--- src/logic/por_bor_pkg.sv ---
// constants for the dual-rail power-on / brown-out wiper initialiser
`default_nettype none
package por_bor_pkg;
    // =========================================================
    // widths and reset values
    localparam int unsigned WIPER_W        = 8;        // widest variant
    localparam int unsigned TERMINAL_CONTROL_REG_W         = 4;        // terminal control bits
    localparam logic [7:0]  MID_SCALE_8BIT = 8'h7f;    // 8-bit mid-scale
    localparam logic [7:0]  MID_SCALE_7BIT = 8'h3f;    // 7-bit mid-scale
    localparam logic [7:0]  FULL_SCALE_8   = 8'hff;    // 8-bit top code
    localparam logic [7:0]  FULL_SCALE_7   = 8'h7f;    // 7-bit top code
    localparam logic [7:0]  ZERO_SCALE     = 8'h00;    // bottom code
    localparam logic [3:0]  TERMINAL_CONTROL_REG_DEFAULT   = 4'hf;     // all terminals connected
    // =========================================================
    // command encodings
    localparam logic [1:0]  CMD_WRITE      = 2'h0;     // write wiper
    localparam logic [1:0]  CMD_INCR       = 2'h1;     // increment wiper
    localparam logic [1:0]  CMD_DECR       = 2'h2;     // decrement wiper
    localparam logic [1:0]  CMD_TERMINAL_CONTROL_REG       = 2'h3;     // write terminal control
endpackage : por_bor_pkg
`default_nettype wire

--- src/logic/dual_rail_por_bor_wiper_init.sv ---
// power-on / brown-out sequencer for wiper and terminal control registers
`timescale 1ns/10ps
`default_nettype none
module dual_rail_por_bor_wiper_init (
    input  wire logic       core_clk_in,      // 250 MHz core clock
    input  wire logic       arst_n_in,        // async reset, active low
    input  wire logic       dig_ready_in,     // digital supply above trip point
    input  wire logic       ana_ready_in,     // analog supply valid
    input  wire logic       dig_retain_in,    // digital supply above retention level
    input  wire logic       res_7bit_in,      // high selects the 7-bit variant
    input  wire logic       cmd_valid_in,     // one-cycle command strobe
    input  wire logic [1:0] cmd_op_in,        // command code
    input  wire logic [7:0] cmd_data_in,      // command data
    input  wire logic       cmd_done_in,      // command reached its end
    output logic      [7:0] wiper_reg_out,    // wiper register contents
    output logic      [3:0] terminal_control_reg_out,         // terminal control register
    output logic      [7:0] wiper_pos_out,    // code driven onto the wiper
    output logic            wiper_valid_out,  // analog output is meaningful
    output logic            serial_en_out,    // serial interface enabled
    output logic            regs_defined_out, // register contents trustworthy
    output logic            cmd_aborted_out   // command cut off by brown-out
);
    // =========================================================
    // state
    logic [7:0] wiper;          // volatile wiper register
    logic [7:0] next_wiper;     // its next value
    logic [3:0] terminal_control_reg;           // terminal control register
    logic [3:0] next_terminal_control_reg;      // its next value
    logic       dig_q;          // digital ready last cycle, for edge detect
    logic       next_dig_q;     // its next value
    logic       defined;        // registers hold known contents
    logic       next_defined;   // its next value
    logic       in_cmd;         // a serial command is in progress
    logic       next_in_cmd;    // its next value
    logic       aborted;        // last command was cut off
    logic       next_aborted;   // its next value
    logic [7:0] pos;            // wiper output position
    logic [7:0] next_pos;       // its next value
    logic       pos_valid;      // output position valid
    logic       next_pos_valid; // its next value
    logic       ser_en;         // interface enable
    logic       next_ser_en;    // its next value
    logic       por_event;      // digital supply just came up
    logic       cmd_taken;      // a command is accepted this cycle

    // mid-scale code for the selected resolution
    function automatic logic [7:0] mid_code(input logic is7);
        mid_code = is7 ? por_bor_pkg::MID_SCALE_7BIT : por_bor_pkg::MID_SCALE_8BIT;
    endfunction

    // top code for the selected resolution
    function automatic logic [7:0] top_code(input logic is7);
        top_code = is7 ? por_bor_pkg::FULL_SCALE_7 : por_bor_pkg::FULL_SCALE_8;
    endfunction

    // =========================================================
    // register update logic
    assign por_event = dig_ready_in && !dig_q;
    // power-up edge wins over a strobe in the same cycle, so a command there is dropped
    assign cmd_taken = dig_ready_in && dig_q && cmd_valid_in;

    // next-state of wiper, terminal control and bookkeeping
    always_comb begin
        next_wiper    = wiper;
        next_terminal_control_reg     = terminal_control_reg;
        next_dig_q    = dig_ready_in;
        next_defined  = defined;
        next_in_cmd   = in_cmd;
        next_aborted  = aborted;
        if (!dig_retain_in) begin
            // contents lost; only a fresh init makes them valid again
            next_defined = 1'b0;
        end
        if (por_event) begin
            // analog state deliberately not consulted here
            next_wiper   = mid_code(res_7bit_in);
            next_terminal_control_reg    = por_bor_pkg::TERMINAL_CONTROL_REG_DEFAULT;
            next_defined = 1'b1;
            next_in_cmd  = 1'b0;
        end else if (!dig_ready_in) begin
            // a brown-out mid-command leaves the target suspect
            if (in_cmd) begin
                next_aborted = 1'b1;
            end
            next_in_cmd = 1'b0;
        end else if (cmd_valid_in) begin
            // supply ready: full digital operation, any voltage band
            next_in_cmd  = !cmd_done_in;
            next_aborted = 1'b0;
            unique case (cmd_op_in)
                por_bor_pkg::CMD_WRITE: begin
                    next_wiper = (cmd_data_in > top_code(res_7bit_in)) ?
                                 top_code(res_7bit_in) : cmd_data_in;
                end
                por_bor_pkg::CMD_INCR: begin
                    if (wiper != top_code(res_7bit_in)) begin
                        next_wiper = wiper + 8'h01;
                    end
                end
                por_bor_pkg::CMD_DECR: begin
                    if (wiper != por_bor_pkg::ZERO_SCALE) begin
                        next_wiper = wiper - 8'h01;
                    end
                end
                por_bor_pkg::CMD_TERMINAL_CONTROL_REG: begin
                    next_terminal_control_reg = cmd_data_in[3:0];
                end
            endcase
        end else if (cmd_done_in) begin
            next_in_cmd = 1'b0;
        end
    end

    // registers of the update logic
    always_ff @(posedge core_clk_in or negedge arst_n_in) begin
        if (!arst_n_in) begin
            wiper   <= por_bor_pkg::MID_SCALE_8BIT;
            terminal_control_reg    <= por_bor_pkg::TERMINAL_CONTROL_REG_DEFAULT;
            dig_q   <= 1'b0;
            defined <= 1'b0;
            in_cmd  <= 1'b0;
            aborted <= 1'b0;
        end else begin
            wiper   <= next_wiper;
            terminal_control_reg    <= next_terminal_control_reg;
            dig_q   <= next_dig_q;
            defined <= next_defined;
            in_cmd  <= next_in_cmd;
            aborted <= next_aborted;
        end
    end

    // =========================================================
    // output source selection
    // both ready: follow register; analog only: forced mid-scale
    always_comb begin
        next_ser_en    = dig_ready_in;
        next_pos_valid = ana_ready_in;
        if (ana_ready_in && dig_ready_in) begin
            next_pos = next_wiper;
        end else begin
            next_pos = mid_code(res_7bit_in);
        end
    end

    // registers of the output selection
    always_ff @(posedge core_clk_in or negedge arst_n_in) begin
        if (!arst_n_in) begin
            pos       <= por_bor_pkg::MID_SCALE_8BIT;
            pos_valid <= 1'b0;
            ser_en    <= 1'b0;
        end else begin
            pos       <= next_pos;
            pos_valid <= next_pos_valid;
            ser_en    <= next_ser_en;
        end
    end

    assign wiper_reg_out    = wiper;
    assign terminal_control_reg_out         = terminal_control_reg;
    assign wiper_pos_out    = pos;
    assign wiper_valid_out  = pos_valid;
    assign serial_en_out    = ser_en;
    assign regs_defined_out = defined;
    assign cmd_aborted_out  = aborted;

    // =========================================================
    // checks
    por_load_a: assert property (@(posedge core_clk_in) disable iff (!arst_n_in)
        (dig_ready_in && !dig_q) |=> (wiper == $past(mid_code(res_7bit_in))))
        else $error("wiper not loaded with mid-scale on power-up");
    terminal_control_reg_default_a: assert property (@(posedge core_clk_in) disable iff (!arst_n_in)
        (dig_ready_in && !dig_q) |=> (terminal_control_reg == por_bor_pkg::TERMINAL_CONTROL_REG_DEFAULT))
        else $error("terminal control not defaulted on power-up");
    analog_indep_a: assert property (@(posedge core_clk_in) disable iff (!arst_n_in)
        (dig_ready_in && !dig_q && !ana_ready_in) |=> (wiper == $past(mid_code(res_7bit_in))))
        else $error("wiper reset value depended on analog supply");
    forced_mid_a: assert property (@(posedge core_clk_in) disable iff (!arst_n_in)
        (ana_ready_in && !dig_ready_in) |=> (wiper_pos_out == $past(mid_code(res_7bit_in))))
        else $error("wiper output not forced to mid-scale");
    follow_reg_a: assert property (@(posedge core_clk_in) disable iff (!arst_n_in)
        (ana_ready_in && dig_ready_in) |=> (wiper_pos_out == wiper_reg_out))
        else $error("wiper output does not follow wiper register");
    cmd_gated_a: assert property (@(posedge core_clk_in) disable iff (!arst_n_in)
        (!dig_ready_in) |=> $stable(wiper_reg_out))
        else $error("wiper changed while digital supply low");
    serial_off_a: assert property (@(posedge core_clk_in) disable iff (!arst_n_in)
        (!dig_ready_in) |=> !serial_en_out)
        else $error("serial interface enabled during brown-out");
    retain_lost_a: assert property (@(posedge core_clk_in) disable iff (!arst_n_in)
        (!dig_retain_in && !(dig_ready_in && !dig_q)) |=> !regs_defined_out)
        else $error("registers still marked defined below retention");
    abort_flag_a: assert property (@(posedge core_clk_in) disable iff (!arst_n_in)
        (in_cmd && !dig_ready_in && dig_q) |=> cmd_aborted_out)
        else $error("interrupted command not flagged");
    incr_exec_a: assert property (@(posedge core_clk_in) disable iff (!arst_n_in)
        (dig_ready_in && dig_q && cmd_valid_in && cmd_op_in == por_bor_pkg::CMD_INCR
         && wiper != top_code(res_7bit_in)) |=> (wiper_reg_out == $past(wiper) + 8'h01))
        else $error("increment not executed");
    dig_op_a: assert property (@(posedge core_clk_in) disable iff (!arst_n_in)
        dig_ready_in |=> serial_en_out)
        else $error("serial interface off with digital supply ready");

    // =========================================================
    // command execution checks

    // an over-range write lands on the top code of the variant
    write_sat_a: assert property (@(posedge core_clk_in) disable iff (!arst_n_in)
        (cmd_taken && cmd_op_in == por_bor_pkg::CMD_WRITE && cmd_data_in > top_code(res_7bit_in))
        |=> (wiper_reg_out == $past(top_code(res_7bit_in))))
        else $error("over-range write not saturated");

    // an in-range write lands unchanged
    write_exact_a: assert property (@(posedge core_clk_in) disable iff (!arst_n_in)
        (cmd_taken && cmd_op_in == por_bor_pkg::CMD_WRITE && cmd_data_in <= top_code(res_7bit_in))
        |=> (wiper_reg_out == $past(cmd_data_in)))
        else $error("in-range write not stored");

    // decrement steps down by one away from zero
    decr_exec_a: assert property (@(posedge core_clk_in) disable iff (!arst_n_in)
        (cmd_taken && cmd_op_in == por_bor_pkg::CMD_DECR && wiper != por_bor_pkg::ZERO_SCALE)
        |=> (wiper_reg_out == $past(wiper) - 8'h01))
        else $error("decrement not executed");

    // increment at the top code must not wrap
    incr_hold_a: assert property (@(posedge core_clk_in) disable iff (!arst_n_in)
        (cmd_taken && cmd_op_in == por_bor_pkg::CMD_INCR && wiper == top_code(res_7bit_in))
        |=> $stable(wiper_reg_out))
        else $error("increment wrapped past top code");

    // decrement at zero must not wrap
    decr_hold_a: assert property (@(posedge core_clk_in) disable iff (!arst_n_in)
        (cmd_taken && cmd_op_in == por_bor_pkg::CMD_DECR && wiper == por_bor_pkg::ZERO_SCALE)
        |=> $stable(wiper_reg_out))
        else $error("decrement wrapped past zero");

    // terminal control write takes the low data nibble
    terminal_control_reg_write_a: assert property (@(posedge core_clk_in) disable iff (!arst_n_in)
        (cmd_taken && cmd_op_in == por_bor_pkg::CMD_TERMINAL_CONTROL_REG) |=> (terminal_control_reg_out == $past(cmd_data_in[3:0])))
        else $error("terminal control write not stored");

    // terminal control write leaves the wiper alone
    terminal_control_reg_only_a: assert property (@(posedge core_clk_in) disable iff (!arst_n_in)
        (cmd_taken && cmd_op_in == por_bor_pkg::CMD_TERMINAL_CONTROL_REG) |=> $stable(wiper_reg_out))
        else $error("terminal control write disturbed wiper");

    // wiper commands leave terminal control alone
    wiper_only_a: assert property (@(posedge core_clk_in) disable iff (!arst_n_in)
        (cmd_taken && cmd_op_in != por_bor_pkg::CMD_TERMINAL_CONTROL_REG) |=> $stable(terminal_control_reg_out))
        else $error("wiper command disturbed terminal control");

    // no terminal control change while the digital rail is down
    terminal_control_reg_gated_a: assert property (@(posedge core_clk_in) disable iff (!arst_n_in)
        (!dig_ready_in) |=> $stable(terminal_control_reg_out))
        else $error("terminal control changed during brown-out");

    // without a strobe the registers just hold
    idle_hold_a: assert property (@(posedge core_clk_in) disable iff (!arst_n_in)
        (dig_ready_in && dig_q && !cmd_valid_in) |=> ($stable(wiper_reg_out) && $stable(terminal_control_reg_out)))
        else $error("registers changed without a command");

    // =========================================================
    // output selection and bookkeeping checks

    // a dead analog rail still parks the code at mid-scale
    ana_dead_a: assert property (@(posedge core_clk_in) disable iff (!arst_n_in)
        (!ana_ready_in) |=> (wiper_pos_out == $past(mid_code(res_7bit_in))))
        else $error("wiper output not parked with analog rail down");

    // power-up with analog ready shows the fresh mid-scale at once
    por_pos_a: assert property (@(posedge core_clk_in) disable iff (!arst_n_in)
        (por_event && ana_ready_in) |=> (wiper_pos_out == $past(mid_code(res_7bit_in))))
        else $error("wiper output missed power-up value");

    // output validity follows the analog rail one cycle late
    valid_track_a: assert property (@(posedge core_clk_in) disable iff (!arst_n_in)
        1'b1 |=> (wiper_valid_out == $past(ana_ready_in)))
        else $error("wiper valid does not track analog rail");

    // a power-up makes the contents trustworthy again
    defined_set_a: assert property (@(posedge core_clk_in) disable iff (!arst_n_in)
        por_event |=> regs_defined_out)
        else $error("registers not marked defined after power-up");

    // an accepted command clears the abort mark
    abort_clear_a: assert property (@(posedge core_clk_in) disable iff (!arst_n_in)
        cmd_taken |=> !cmd_aborted_out)
        else $error("abort mark survived a new command");

    // a brown-out with nothing open keeps the abort mark as it was
    abort_hold_a: assert property (@(posedge core_clk_in) disable iff (!arst_n_in)
        (!dig_ready_in && !in_cmd) |=> (cmd_aborted_out == $past(aborted)))
        else $error("abort mark changed with no open command");

    // a strobe without its end leaves the command open
    cmd_open_a: assert property (@(posedge core_clk_in) disable iff (!arst_n_in)
        (cmd_taken && !cmd_done_in) |=> in_cmd)
        else $error("open command not tracked");

    // brown-out always closes any open command
    cmd_close_a: assert property (@(posedge core_clk_in) disable iff (!arst_n_in)
        (!dig_ready_in) |=> !in_cmd)
        else $error("command left open during brown-out");

    // power-up never inherits an open command
    por_cmd_drop_a: assert property (@(posedge core_clk_in) disable iff (!arst_n_in)
        por_event |=> !in_cmd)
        else $error("open command survived power-up");
endmodule // dual_rail_por_bor_wiper_init
`default_nettype wire

--- config.mk ---
export PLATFORM = sky130hd
export DESIGN_NAME = dual_rail_por_bor_wiper_init
export DESIGN_NICKNAME = d
export VERILOG_FILES = /design/src/logic/por_bor_pkg.sv /design/src/logic/dual_rail_por_bor_wiper_init.sv
export SDC_FILE = /design/constraint.sdc
export NUM_CORES = 1
export LEC_CHECK = 0
export BUFFER_PORTS_ARGS = -buffer_cell sky130_fd_sc_hd__buf_4
export CORE_UTILIZATION = 32
export CTS_CLUSTER_SIZE = 14
export DETAILED_ROUTE_END_ITERATION = 8
export PLACE_DENSITY_LB_ADDON = 0.25
export SYNTH_ARGS = -nofsm -noshare
export SYNTH_HDL_FRONTEND = slang
export SYNTH_SLANG_ARGS = --single-unit
--- constraint.sdc ---
create_clock -name core_clk_in -period 5 [get_ports core_clk_in]
set_clock_uncertainty 0.05 [all_clocks]
set_input_delay 0.5 -clock core_clk_in [delete_from_list [all_inputs] [get_ports core_clk_in]]
set_output_delay 0.5 -clock core_clk_in [all_outputs]
set_load 0.02 [all_outputs]
# After elaboration in Yosys (flattened, before gate mapping)
# Index checks and enable logic that the tools add are counted.
[classes]
n_bitwise = 1
mux = 23
add_sub_neg = 2
n_reduce_logical = 12
eq_ne = 7
magnitude_cmp = 1
[op_table]
columns = ["op", "count"]
rows = [
  ["8-bit two-way mux", 8],
  ["8-bit one-hot mux with 3 select lines", 1],
  ["4-bit two-way mux", 4],
  ["1-bit two-way mux", 9],
  ["8-bit by 1-bit adder with 8-bit output (second input constant)", 1],
  ["8-bit greater-than comparator", 1],
  ["8-bit != test", 1],
  ["2-bit nonzero test", 4],
  ["8-bit nonzero test", 1],
  ["8-bit by 1-bit subtractor with 8-bit output (second input constant)", 1],
  ["7-bit two-way mux", 1],
  ["3-bit AND reduction", 2],
  ["2-bit equality test (second input constant)", 2],
  ["2-bit by 1-bit != test with 1-bit output (second input constant)", 2],
  ["4-bit by 1-bit != test with 1-bit output (second input constant)", 1],
  ["2-bit by 1-bit equality test with 1-bit output (second input constant)", 1],
  ["1-bit logical AND", 2],
  ["1-bit logical NOT", 2],
  ["2-bit logical NOT", 1],
  ["1-bit inverter", 1],
]
[totals]
output_inout_bits = 24
input_bits = 18
register_bits = 25
elab_cells = 54

# Logic depth before layout (Yosys ltp)
# Gate-level depths: netlist (run 1).
[depth]
word_depth = 8
ltp_mapped = 7
mapped_depth_nobuf = 7

# Worst setup path before layout (run 1)
# OpenSTA, ideal clock, no wires.
[synth_path]
path_type = "register -> register"
startpoint = "register wiper[0], in the netlist wiper_reg_out[0]"
endpoint = "register pos[6], in the netlist wiper_pos_out[6]"
t_required_ns = 4.856
arrival_time_ns = 1.800
path_slack_ns = 3.056
n_path_buf = 0
path_stages_with_launch = 8
setup_time_ns = 0.094
period_less_slack_ns = 1.944
path_cell_list = "dfstp_2 > inv_1 > ha_1 > or3b_2 > nor3_1 > nor4b_1 > nor4_1 > o22ai_1"
[synth_between]
elab_chain_len = 7
elab_cells_between_ends = 11
classes_between = "add/sub (2); eq/ne (1); mux (7); reduce/logical (1)"
[synth_lines]
columns = ["item", "line_no", "source"]
rows = [
  ["start, declared", "dual_rail_por_bor_wiper_init.sv:25", "logic [7:0] wiper;"],
  ["start signal, assigned", "dual_rail_por_bor_wiper_init.sv:117", "wiper <= por_bor_pkg::MID_SCALE_8BIT;"],
  ["start signal, assigned", "dual_rail_por_bor_wiper_init.sv:124", "wiper <= next_wiper;"],
  ["8-bit by 1-bit subtractor with 8-bit output, or another cell as far along", "dual_rail_por_bor_wiper_init.sv:102", "next_wiper = wiper - 8'h01;"],
  ["8-bit two-way mux, on equally long branches", "dual_rail_por_bor_wiper_init.sv:101, dual_rail_por_bor_wiper_init.sv:96", ""],
  ["8-bit one-hot mux with 3 select lines *", "dual_rail_por_bor_wiper_init.sv:90", "unique case (cmd_op_in)"],
  ["8-bit two-way mux *", "dual_rail_por_bor_wiper_init.sv:86", "end else if (cmd_valid_in) begin"],
  ["8-bit two-way mux *", "dual_rail_por_bor_wiper_init.sv:80", "end else if (!dig_ready_in) begin"],
  ["8-bit two-way mux *", "dual_rail_por_bor_wiper_init.sv:74", "if (por_event) begin"],
  ["8-bit two-way mux *", "dual_rail_por_bor_wiper_init.sv:139", "if (ana_ready_in && dig_ready_in) begin"],
  ["net next_pos[6]", "dual_rail_por_bor_wiper_init.sv:38", "logic [7:0] next_pos;"],
  ["end signal, assigned", "dual_rail_por_bor_wiper_init.sv:149", "pos <= por_bor_pkg::MID_SCALE_8BIT;"],
  ["end signal, assigned", "dual_rail_por_bor_wiper_init.sv:153", "pos <= next_pos;"],
  ["end, declared", "dual_rail_por_bor_wiper_init.sv:37", "logic [7:0] pos;"],
]
# Mark *: on every way through the listed nets, which the timed path passes. The rest lies on a longest branch.
# A chain may end at the register's enable or synchronous reset.

# Worst setup path in the final report (run 1)
# Same ends and word-level chain as after synthesis.

==> metrics.yaml, run 1 <==
outcome:
  status: "finished, final reports clean"
floorplanning:
  initial_core_util: 0.330
  top_level_ports: 42
  die_area_um2: 5570
  fp.dieW_um: 74.6
  core_area_um2: 5110
  die_y_um: 74.6
  num_rows: 26
sta:
  tightest_slew_ns: 0.668
  rsz0062_at_grt: "no"
  fin_crit_sh: 0.424
  finalHoldViolations: 0
  fmax_ghz: 0.472
  final-setup-viol-count: 0
  setup_tns_ns: 0
  drv_slew: 0
  min_period_ns: 2.12
  timing.hold.ws_ns: 0.0611
  slew_headroom: 0.554
finish:
  fillers: 554
  finalInstanceArea_um2: 2050
  nets: 247
  multiInputGateArea_um2: 942
  area_growth_pct: 21.4
  insertedDiodeCount: 0
  seqCellArea_um2: 648
  drive_gt1_frac: 0.333
  fin_util: 0.401
synth:
  ys_seq_area_frac: 0.384
  synth_edf_count: 0
  synth.avg_cell_area_um2: 8.78
  syn_area_um2: 1690
  synth_async_sr_flop_share: 1.00
  ys_ff_latch: 25
  syn-num-nets: 213
  synth_cell_types: 54
  ys.flop_type: "dfstp_2"
  synth_cells: 192
  synth_warnings: 0
critical_path:
  crit_required_ns: 5.14
  cp-start-kind: "flop"
  crit_slowest_cell: "or3b_2"
  critPathKind: "reg2reg"
  crit_buf_inv: 1
  cp_top_family: "simple AND/OR/NAND/NOR gates"
  slowest_delay_ns: 0.49
  path_cells: "inv_1 > ha_1 > or3b_2 > nor3_1 > nor4b_1 > nor4_1 > o22ai_1"
  crit_path_max_fanout: 6
  cp_data_arrival_time_ns: 2.26
  endpoint_kind: "flop"
global_routing:
  antenna_found_initial: 0
  grt_pass1_vias: 1506
  grtUsageTotal: 0.176
  grt_max_degree: 26
  grt_pass1_wl_mm: 7.31
  globalRouteOverflowTotal: 0
detailed_routing:
  dr_wl_met2_mm: 2.17
  routed_wl_mm: 4.48
  ant_nets: 0
  wl_per_cell_um: 15.2
  vias: 1607
  drt_first_pass_iters: 5
  wl_met1_mm: 2.03
  drt_iter0_markers: 112
  top_layer: "met4"
  dr_wl_met3_um: 231
  avgViaCountPerCell: 5.45
  drc: 0
place:
  gp_congestion: 0.947
  hpwl_mm: 3.39
  placed_area_um2: 2000
  port_buffers: 41
pwr:
  vdd_drop_max_mv: 0.111
  cellLeakagePower_nw: 0.810
  powerDensity_nw_per_um2: 271
  power.total_mw: 0.554
clocking:
  cts_buffers: 3
  insertion_delay_ns: 0.27
  clockRootBuffer: "clkbuf_8"
  cts-resized-gates: 0
  cts_sinks: 25
  cts_setup_buffers: 0
  ctsLongestPathBuffers: 2
  cts_tree: "yes"
  htree_levels: 1
  cts-hold-fix-buffers: 0
  clkTransAtPathRegs_ns: 0.09
flow_run:
  max_cap_violations: 0
worst_hold_path:
  hold_class: "in2async"
[state kept, by name, indices dropped and copies added, names as in the netlist]
register / cells
wiper_valid_out: 1
wiper_reg_out: 8
cmd_aborted_out: 1
wiper_pos_out: 8
serial_en_out: 1
in_cmd: 1
regs_defined_out: 1
terminal_control_reg_out: 4
[where the power goes]
group	leakage (nW)	total [mW]	internal, mW	switching [mW]
Clock	0.0255	0.124	0.0558	0.0681
Combinational	0.504	0.172	0.0714	0.101
Sequential	0.280	0.258	0.230	0.0277
Total	0.810	0.554	0.357	0.197
[cell type report]
cell class                 count  area share
clock buffer                   3      0.0202
sequential                    25       0.317
tap                           70      0.0428
timing repair buffer          41       0.150
multi-input combinational    151       0.460
inverter                       4     0.00733
clock inverter                 1     0.00244
[cell usage in the layout, fill, tap and decap left out, drive strengths merged, types with 4 or more instances in the layout]
cell,synthesis,routed
nor4,4,4
nor2,12,12
nor3,11,11
buf,9,41
dfrtp,7,7
nand2b,4,4
o21ai,17,17
a21oi,9,9
inv,4,4
nand3,15,15
nand2,24,24
dfstp,18,18
and2,4,4
[cell usage after synthesis (3+ instances only)]
cell	number	area, µm²
nor3_1	10	50.1
dfstp_2	18	473
and2_1	3	18.8
ha_1	3	37.5
nand3_1	15	75.1
nor4_1	4	25.0
nor2b_1	3	18.8
nor2_1	11	41.3
o21ai_0	16	80.1
clkbuf_1	3	11.3
o22ai_1	3	18.8
dfrtp_1	7	175
a21oi_1	8	40.0
nand2_1	24	90.1
inv_1	4	15.0
buf_6	4	45.0
buf_2	5	25.0
o31ai_1	3	22.5
nand2b_1	4	25.0
[cell families (layout without fill, tap and decap cells)]
group,count (synthesis),count (layout),share of synthesized area
adder cells (fa/ha/maj),3,3,0.0223
AO/OA/AOI/OAI,51,51,0.219
AND/OR/NAND/NOR,92,92,0.290
buffers and inverters,16,49,0.0571
XOR/XNOR,3,3,0.0156
multiplexers,2,2,0.0119
flip-flops,25,25,0.384
[worst paths after layout]
check                                      start               end  slack, ns  depth (start not counted)
worst min register to register  regs_defined_out  regs_defined_out       0.45                          2
worst max-delay path            wiper_reg_out[0]  wiper_pos_out[6]       2.88                          7
worst min-delay path                   arst_n_in     serial_en_out       0.06                          1
max in group asynchronous              arst_n_in  wiper_pos_out[4]       4.55                          1
worst max register to register  wiper_reg_out[0]  wiper_pos_out[6]       2.88                          7
min in group core_clk_in            ana_ready_in   wiper_valid_out       0.30                          1
[metrics by stage]
step / setup WS, ns / cells
3_3_place_gp: 2.82 / 291
3_5_place_dp: 2.77 / 291
6_report: 2.88 / 295
2_1_floorplan: 3.06 / 192
4_1_cts: 2.87 / 295
5_1_grt: 2.69 / 295
[routing by layer]
layer | GRT usage | vias up
met2 | 0.281 | 49
li1 | - | 772
met4 | 0.0587 | 0
met1 | 0.242 | 780
met3 | 0.0285 | 6
met5 | 0 | -
Power figures use the tool's default switching activity.
==> run 2: changes to the inputs <==
- clock period: 5 -> 1.8 ns (I/O delays scaled with it)
==> metrics.yaml, run 2 (synthesized netlist as in run 1, its figures left out) <==
global_routing:
  grt_max_degree: 26  # unchanged
  globalRouteOverflowTotal: 0  # unchanged
  antenna_found_initial: 0  # unchanged
  grt_pass1_wl_mm: 8.83  # +21%
  grt_pass1_vias: 1749  # +16%
  grtUsageTotal: 0.215  # +0.0386
pwr:
  cellLeakagePower_nw: 1.12  # +38%
  powerDensity_nw_per_um2: 690  # +150%
  vdd_drop_max_mv: 0.400  # +260%
  power.total_mw: 1.89  # +240%
detailed_routing:
  drt_iter0_markers: 82  # -27%
  drc: 0  # unchanged
  vias: 1880  # +17%
  wl_per_cell_um: 17.1  # +12%
  ant_nets: 0  # unchanged
  avgViaCountPerCell: 5.43  # -0.26%
  routed_wl_mm: 5.91  # +32%
  drt_first_pass_iters: 4  # -1
place:
  port_buffers: 41  # unchanged
  gp_congestion: 0.956  # +0.94%
  hpwl_mm: 3.91  # +15%
finish:
  drive_gt1_frac: 0.554  # +0.221
  nets: 298  # +21%
  final_cell_mix: "84 x buf_4, 23 x nand2_1, 18 x dfstp_2, 14 x nand3_1, 11 x o21ai_0"
  area_growth_pct: 62.2
  fin_util: 0.536  # +0.135
  final_common_cell: "buf_4"
  insertedDiodeCount: 0  # unchanged
sta:
  min_period_ns: 1.93  # -0.190 ns
  fin_crit_sh: 1.07  # +0.648
  setup_ws_ns: -0.129  # -3.01 ns
  setup_tns_ns: -0.920  # -0.920 ns
  fmax_ghz: 0.518  # +9.8%
  rsz0062_at_grt: "yes"
  tightest_slew_ns: 0.549  # -0.119 ns
  finalHoldViolations: 0  # unchanged
  slew_headroom: 0.633  # +0.0790
  drv_slew: 0  # unchanged
  final-setup-viol-count: 13  # +13
clocking:
  clockRootBuffer: "clkbuf_8"
  clkTransAtPathRegs_ns: 0.09  # about the same
  cts_tree: "yes"
  insertion_delay_ns: 0.28  # about the same
  ctsLongestPathBuffers: 2  # unchanged
  cts_buffers: 3  # unchanged
  htree_levels: 1  # unchanged
  cts_sinks: 25  # unchanged
critical_path:
  crit_path_max_fanout: 5  # -1
  cp_top_family: "simple AND/OR/NAND/NOR gates"
  crit_buf_inv: 2  # +1
  endpoint_kind: "flop"
  crit_slowest_cell: "dfstp_2"
  slowest_delay_ns: 0.42  # -0.07 ns
  critPathKind: "reg2reg"
  cp_data_arrival_time_ns: 2.09  # -0.17 ns
  path_cells: "inv_4 > ha_4 > or3b_4 > buf_4 > nor2_4 > o2111a_1 > a21oi_2 > or2_1"
  cp-start-kind: "flop"
  crit_required_ns: 1.96  # -3.18 ns
floorplanning:
  initial_core_util: 0.330  # unchanged
  fp.dieW_um: 74.6  # unchanged
  core_area_um2: 5110  # unchanged
  die_area_um2: 5570  # unchanged
  num_rows: 26  # unchanged
  top_level_ports: 42  # unchanged
  die_y_um: 74.6  # unchanged
flow_run:
  max_cap_violations: 0  # unchanged
worst_hold_path:
  hold_class: "in2reg"
outcome:
  violations: "negative setup slack"
  status: "complete, but fails checks"
==> run 2: path summary, 6_finish.rpt <==
check	cells after the start	slack, ns	start	to
min in group asynchronous	2	0.29	arst_n_in	regs_defined_out
min reg2reg	2	0.46	regs_defined_out	regs_defined_out
min	1	0.02	dig_ready_in	serial_en_out
max	8	-0.13	wiper_reg_out[1]	wiper_pos_out[2]
max reg2reg	8	-0.13	wiper_reg_out[1]	wiper_pos_out[2]
max in group asynchronous	2	1.11	arst_n_in	wiper_reg_out[3]
==> run 2: per-stage QoR <==
step	area, µm²	hold WS [ns]	std cells	setup slack, ns
after floorplan	1720	-0.166	192	-0.0272
after global placement	2270	0.0484	324	-0.143
after detailed placement	2270	0.0514	324	-0.175
after CTS	2560	0.0158	339	-0.0893
after global routing	2740	0.0200	346	-0.185
final	2740	0.0245	346	-0.129
==> run 2: repair_timing <==
action | 4_1_cts | 5_1_grt
cloned | 0 | 0
resized for setup | 31 | 21
endpoints found under the setup margin | 14 | 16
hold buffers | 3 | 0
pin swaps | 15 | 15
hold endpoints to repair | 9 | 0
buffers inserted | 8 | 7
==> run 2: cell type report <==
cell class,count,area (µm²)
fillers,462,2370
multi-input cells,151,1220
repair buffers,92,717
flip-flops and latches,25,648
well taps,70,87.6
clock buffers,3,41.3
inverters,4,20.0
clock inverters,1,5.00
==> run 2: per-layer routing <==
metal	vias to the layer above	wire length (µm)	GRT usage
met2	85	2780	0.338
met5	-	0	0
met1	906	2620	0.292
met3	14	338	0.0230
li1	875	-	-
met4	0	168	0.107
==> run 2: power by group <==
| part | internal (mW) | switching [mW] |
|---|---|---|
| Clock | 0.155 | 0.191 |
| Sequential | 0.638 | 0.0680 |
| Combinational | 0.395 | 0.438 |
==> run 3: changes to the inputs <==
- SETUP_SLACK_MARGIN: not set -> 0.05
==> metrics.yaml, run 3 (synthesized netlist as in run 1, its figures left out) <==
outcome:
  status: "complete, but fails checks"
  violations: "negative setup slack"
detailed_routing:
  wl_per_cell_um: 16.0  # -6.3%
  drt_first_pass_iters: 4  # unchanged
  drc: 0  # unchanged
  ant_nets: 0  # unchanged
  vias: 1781  # -5.3%
  drt_iter0_markers: 111  # +35%
  routed_wl_mm: 5.33  # -9.8%
  avgViaCountPerCell: 5.35  # -1.6%
clocking:
  ctsLongestPathBuffers: 2  # unchanged
  clockRootBuffer: "clkbuf_8"
  clkTransAtPathRegs_ns: 0.09  # about the same
  cts_buffers: 3  # unchanged
  htree_levels: 1  # unchanged
  insertion_delay_ns: 0.27  # about the same
  cts_tree: "yes"
  cts_sinks: 25  # unchanged
sta:
  fin_crit_sh: 1.07  # -0.00225
  final-setup-viol-count: 13  # unchanged
  slew_headroom: 0.644  # +0.0116
  rsz0062_at_grt: "yes"
  setup_tns_ns: -0.935  # -0.0149 ns
  timing.hold.ws_ns: 0.0360  # +0.0115 ns
  min_period_ns: 1.93  # -0.00405 ns
  fmax_ghz: 0.519  # +0.21%
  drv_slew: 0  # unchanged
  finalHoldViolations: 0  # unchanged
  tightest_slew_ns: 0.532  # -0.0164 ns
  setup_ws_ns: -0.125  # +0.00405 ns
floorplanning:
  die_area_um2: 5570  # unchanged
  die_y_um: 74.6  # unchanged
  fp.dieW_um: 74.6  # unchanged
  core_area_um2: 5110  # unchanged
  top_level_ports: 42  # unchanged
  num_rows: 26  # unchanged
  initial_core_util: 0.330  # unchanged
place:
  hpwl_mm: 4.02  # +2.8%
  dp_slack_ns: -0.0796  # +0.0951 ns
  port_buffers: 41  # unchanged
  dp.cells: 321  # -0.93%
  gp_congestion: 0.852  # -11%
finish:
  fillers: 508  # +10%
  final_cell_mix: "74 x buf_4, 23 x nand2_1, 18 x dfstp_2, 15 x nand3_1, 13 x o21ai_0"
  final_common_cell: "buf_4"
  multiInputGateArea_um2: 1060  # -13%
  nets: 285  # -4.4%
  seqCellArea_um2: 648  # unchanged
  drive_gt1_frac: 0.490  # -0.0639
  insertedDiodeCount: 0  # unchanged
  final_cells: 333  # -3.8%
  area_growth_pct: 46.1
worst_hold_path:
  hold_class: "in2reg"
  hp-start: "dig_ready_in"
critical_path:
  crit_buf_inv: 1  # -1
  cp-start-kind: "flop"
  crit_required_ns: 1.95  # about the same
  cp_top_family: "simple AND/OR/NAND/NOR gates"
  slowest_delay_ns: 0.42  # about the same
  endpoint_kind: "flop"
  timing.rr.start: "wiper_reg_out[0]"
  cp_data_arrival_time_ns: 2.07  # -0.02 ns
  crit_slowest_cell: "dfstp_2"
  path_cells: "inv_2 > ha_4 > or3b_4 > o21ai_4 > a211o_2 > o221ai_2 > or2_1"
  worstSetupStartpoint: "wiper_reg_out[0]"
  crit_path_max_fanout: 6  # +1
  critPathKind: "reg2reg"
global_routing:
  use_met2: 0.334  # -0.00400
  grtUsageTotal: 0.205  # -0.00922
  globalRouteOverflowTotal: 0  # unchanged
  grt_pass1_wl_mm: 8.38  # -5.0%
  grt_pass1_vias: 1650  # -5.7%
  antenna_found_initial: 0  # unchanged
  grt_max_degree: 26  # unchanged
  use_met1: 0.279  # -0.0131
  grtUsageMet3: 0.0176  # -0.00542
  grt_busiest_layer: "met2"
pwr:
  vdd_drop_max_mv: 0.306  # -23%
  cellLeakagePower_nw: 1.00  # -10%
  powerDensity_nw_per_um2: 709  # +2.8%
  power.total_mw: 1.75  # -7.4%
flow_run:
  max_cap_violations: 0  # unchanged
==> run 3: power by group <==
part	total [mW]	switching [mW]	internal, mW
logic	0.713	0.380	0.333
clock network	0.339	0.180	0.159
registers	0.695	0.0569	0.638
total	1.75	0.617	1.13
==> run 3: path summary, 6_finish.rpt <==
check,endpoint,slack (ns),cells past startpoint
max reg2reg,wiper_pos_out[3],-0.13,7
max in group asynchronous,wiper_pos_out[5],1.09,2
max,wiper_pos_out[3],-0.13,7
min in group asynchronous,regs_defined_out,0.29,2
min,serial_en_out,0.04,1
min reg2reg,regs_defined_out,0.44,2
==> run 3: layout make-up <==
type                       instances  share of cell area
multi-input combinational        151               0.430
inverter                           4             0.00609
clock buffer                       4              0.0183
tap                               70              0.0356
sequential                        25               0.263
timing repair buffer              79               0.247
==> run 3: what timing repair did <==
item | in CTS | in global routing
endpoints found under the setup margin | 16 | 15
resized for setup | 17 | 4
setup buffers | 5 | 0
hold buffers | 3 | 0
pin swaps | 10 | 3
hold endpoints to repair | 9 | 0
==> run 3: metal layers <==
metal,routed length [µm],share of wire
met1,2420,0.45
met2,2600,0.49
met3,190,0.036
met4,119,0.022
met5,0,0
==> run 3: stage by stage <==
step | instance area [µm²] | utilization
finish | 2460 | 0.482
floorplan | 1740 | -
CTS | 2440 | 0.478
global route | 2460 | 0.482
detailed placement | 2270 | 0.444
global placement | 2270 | 0.444
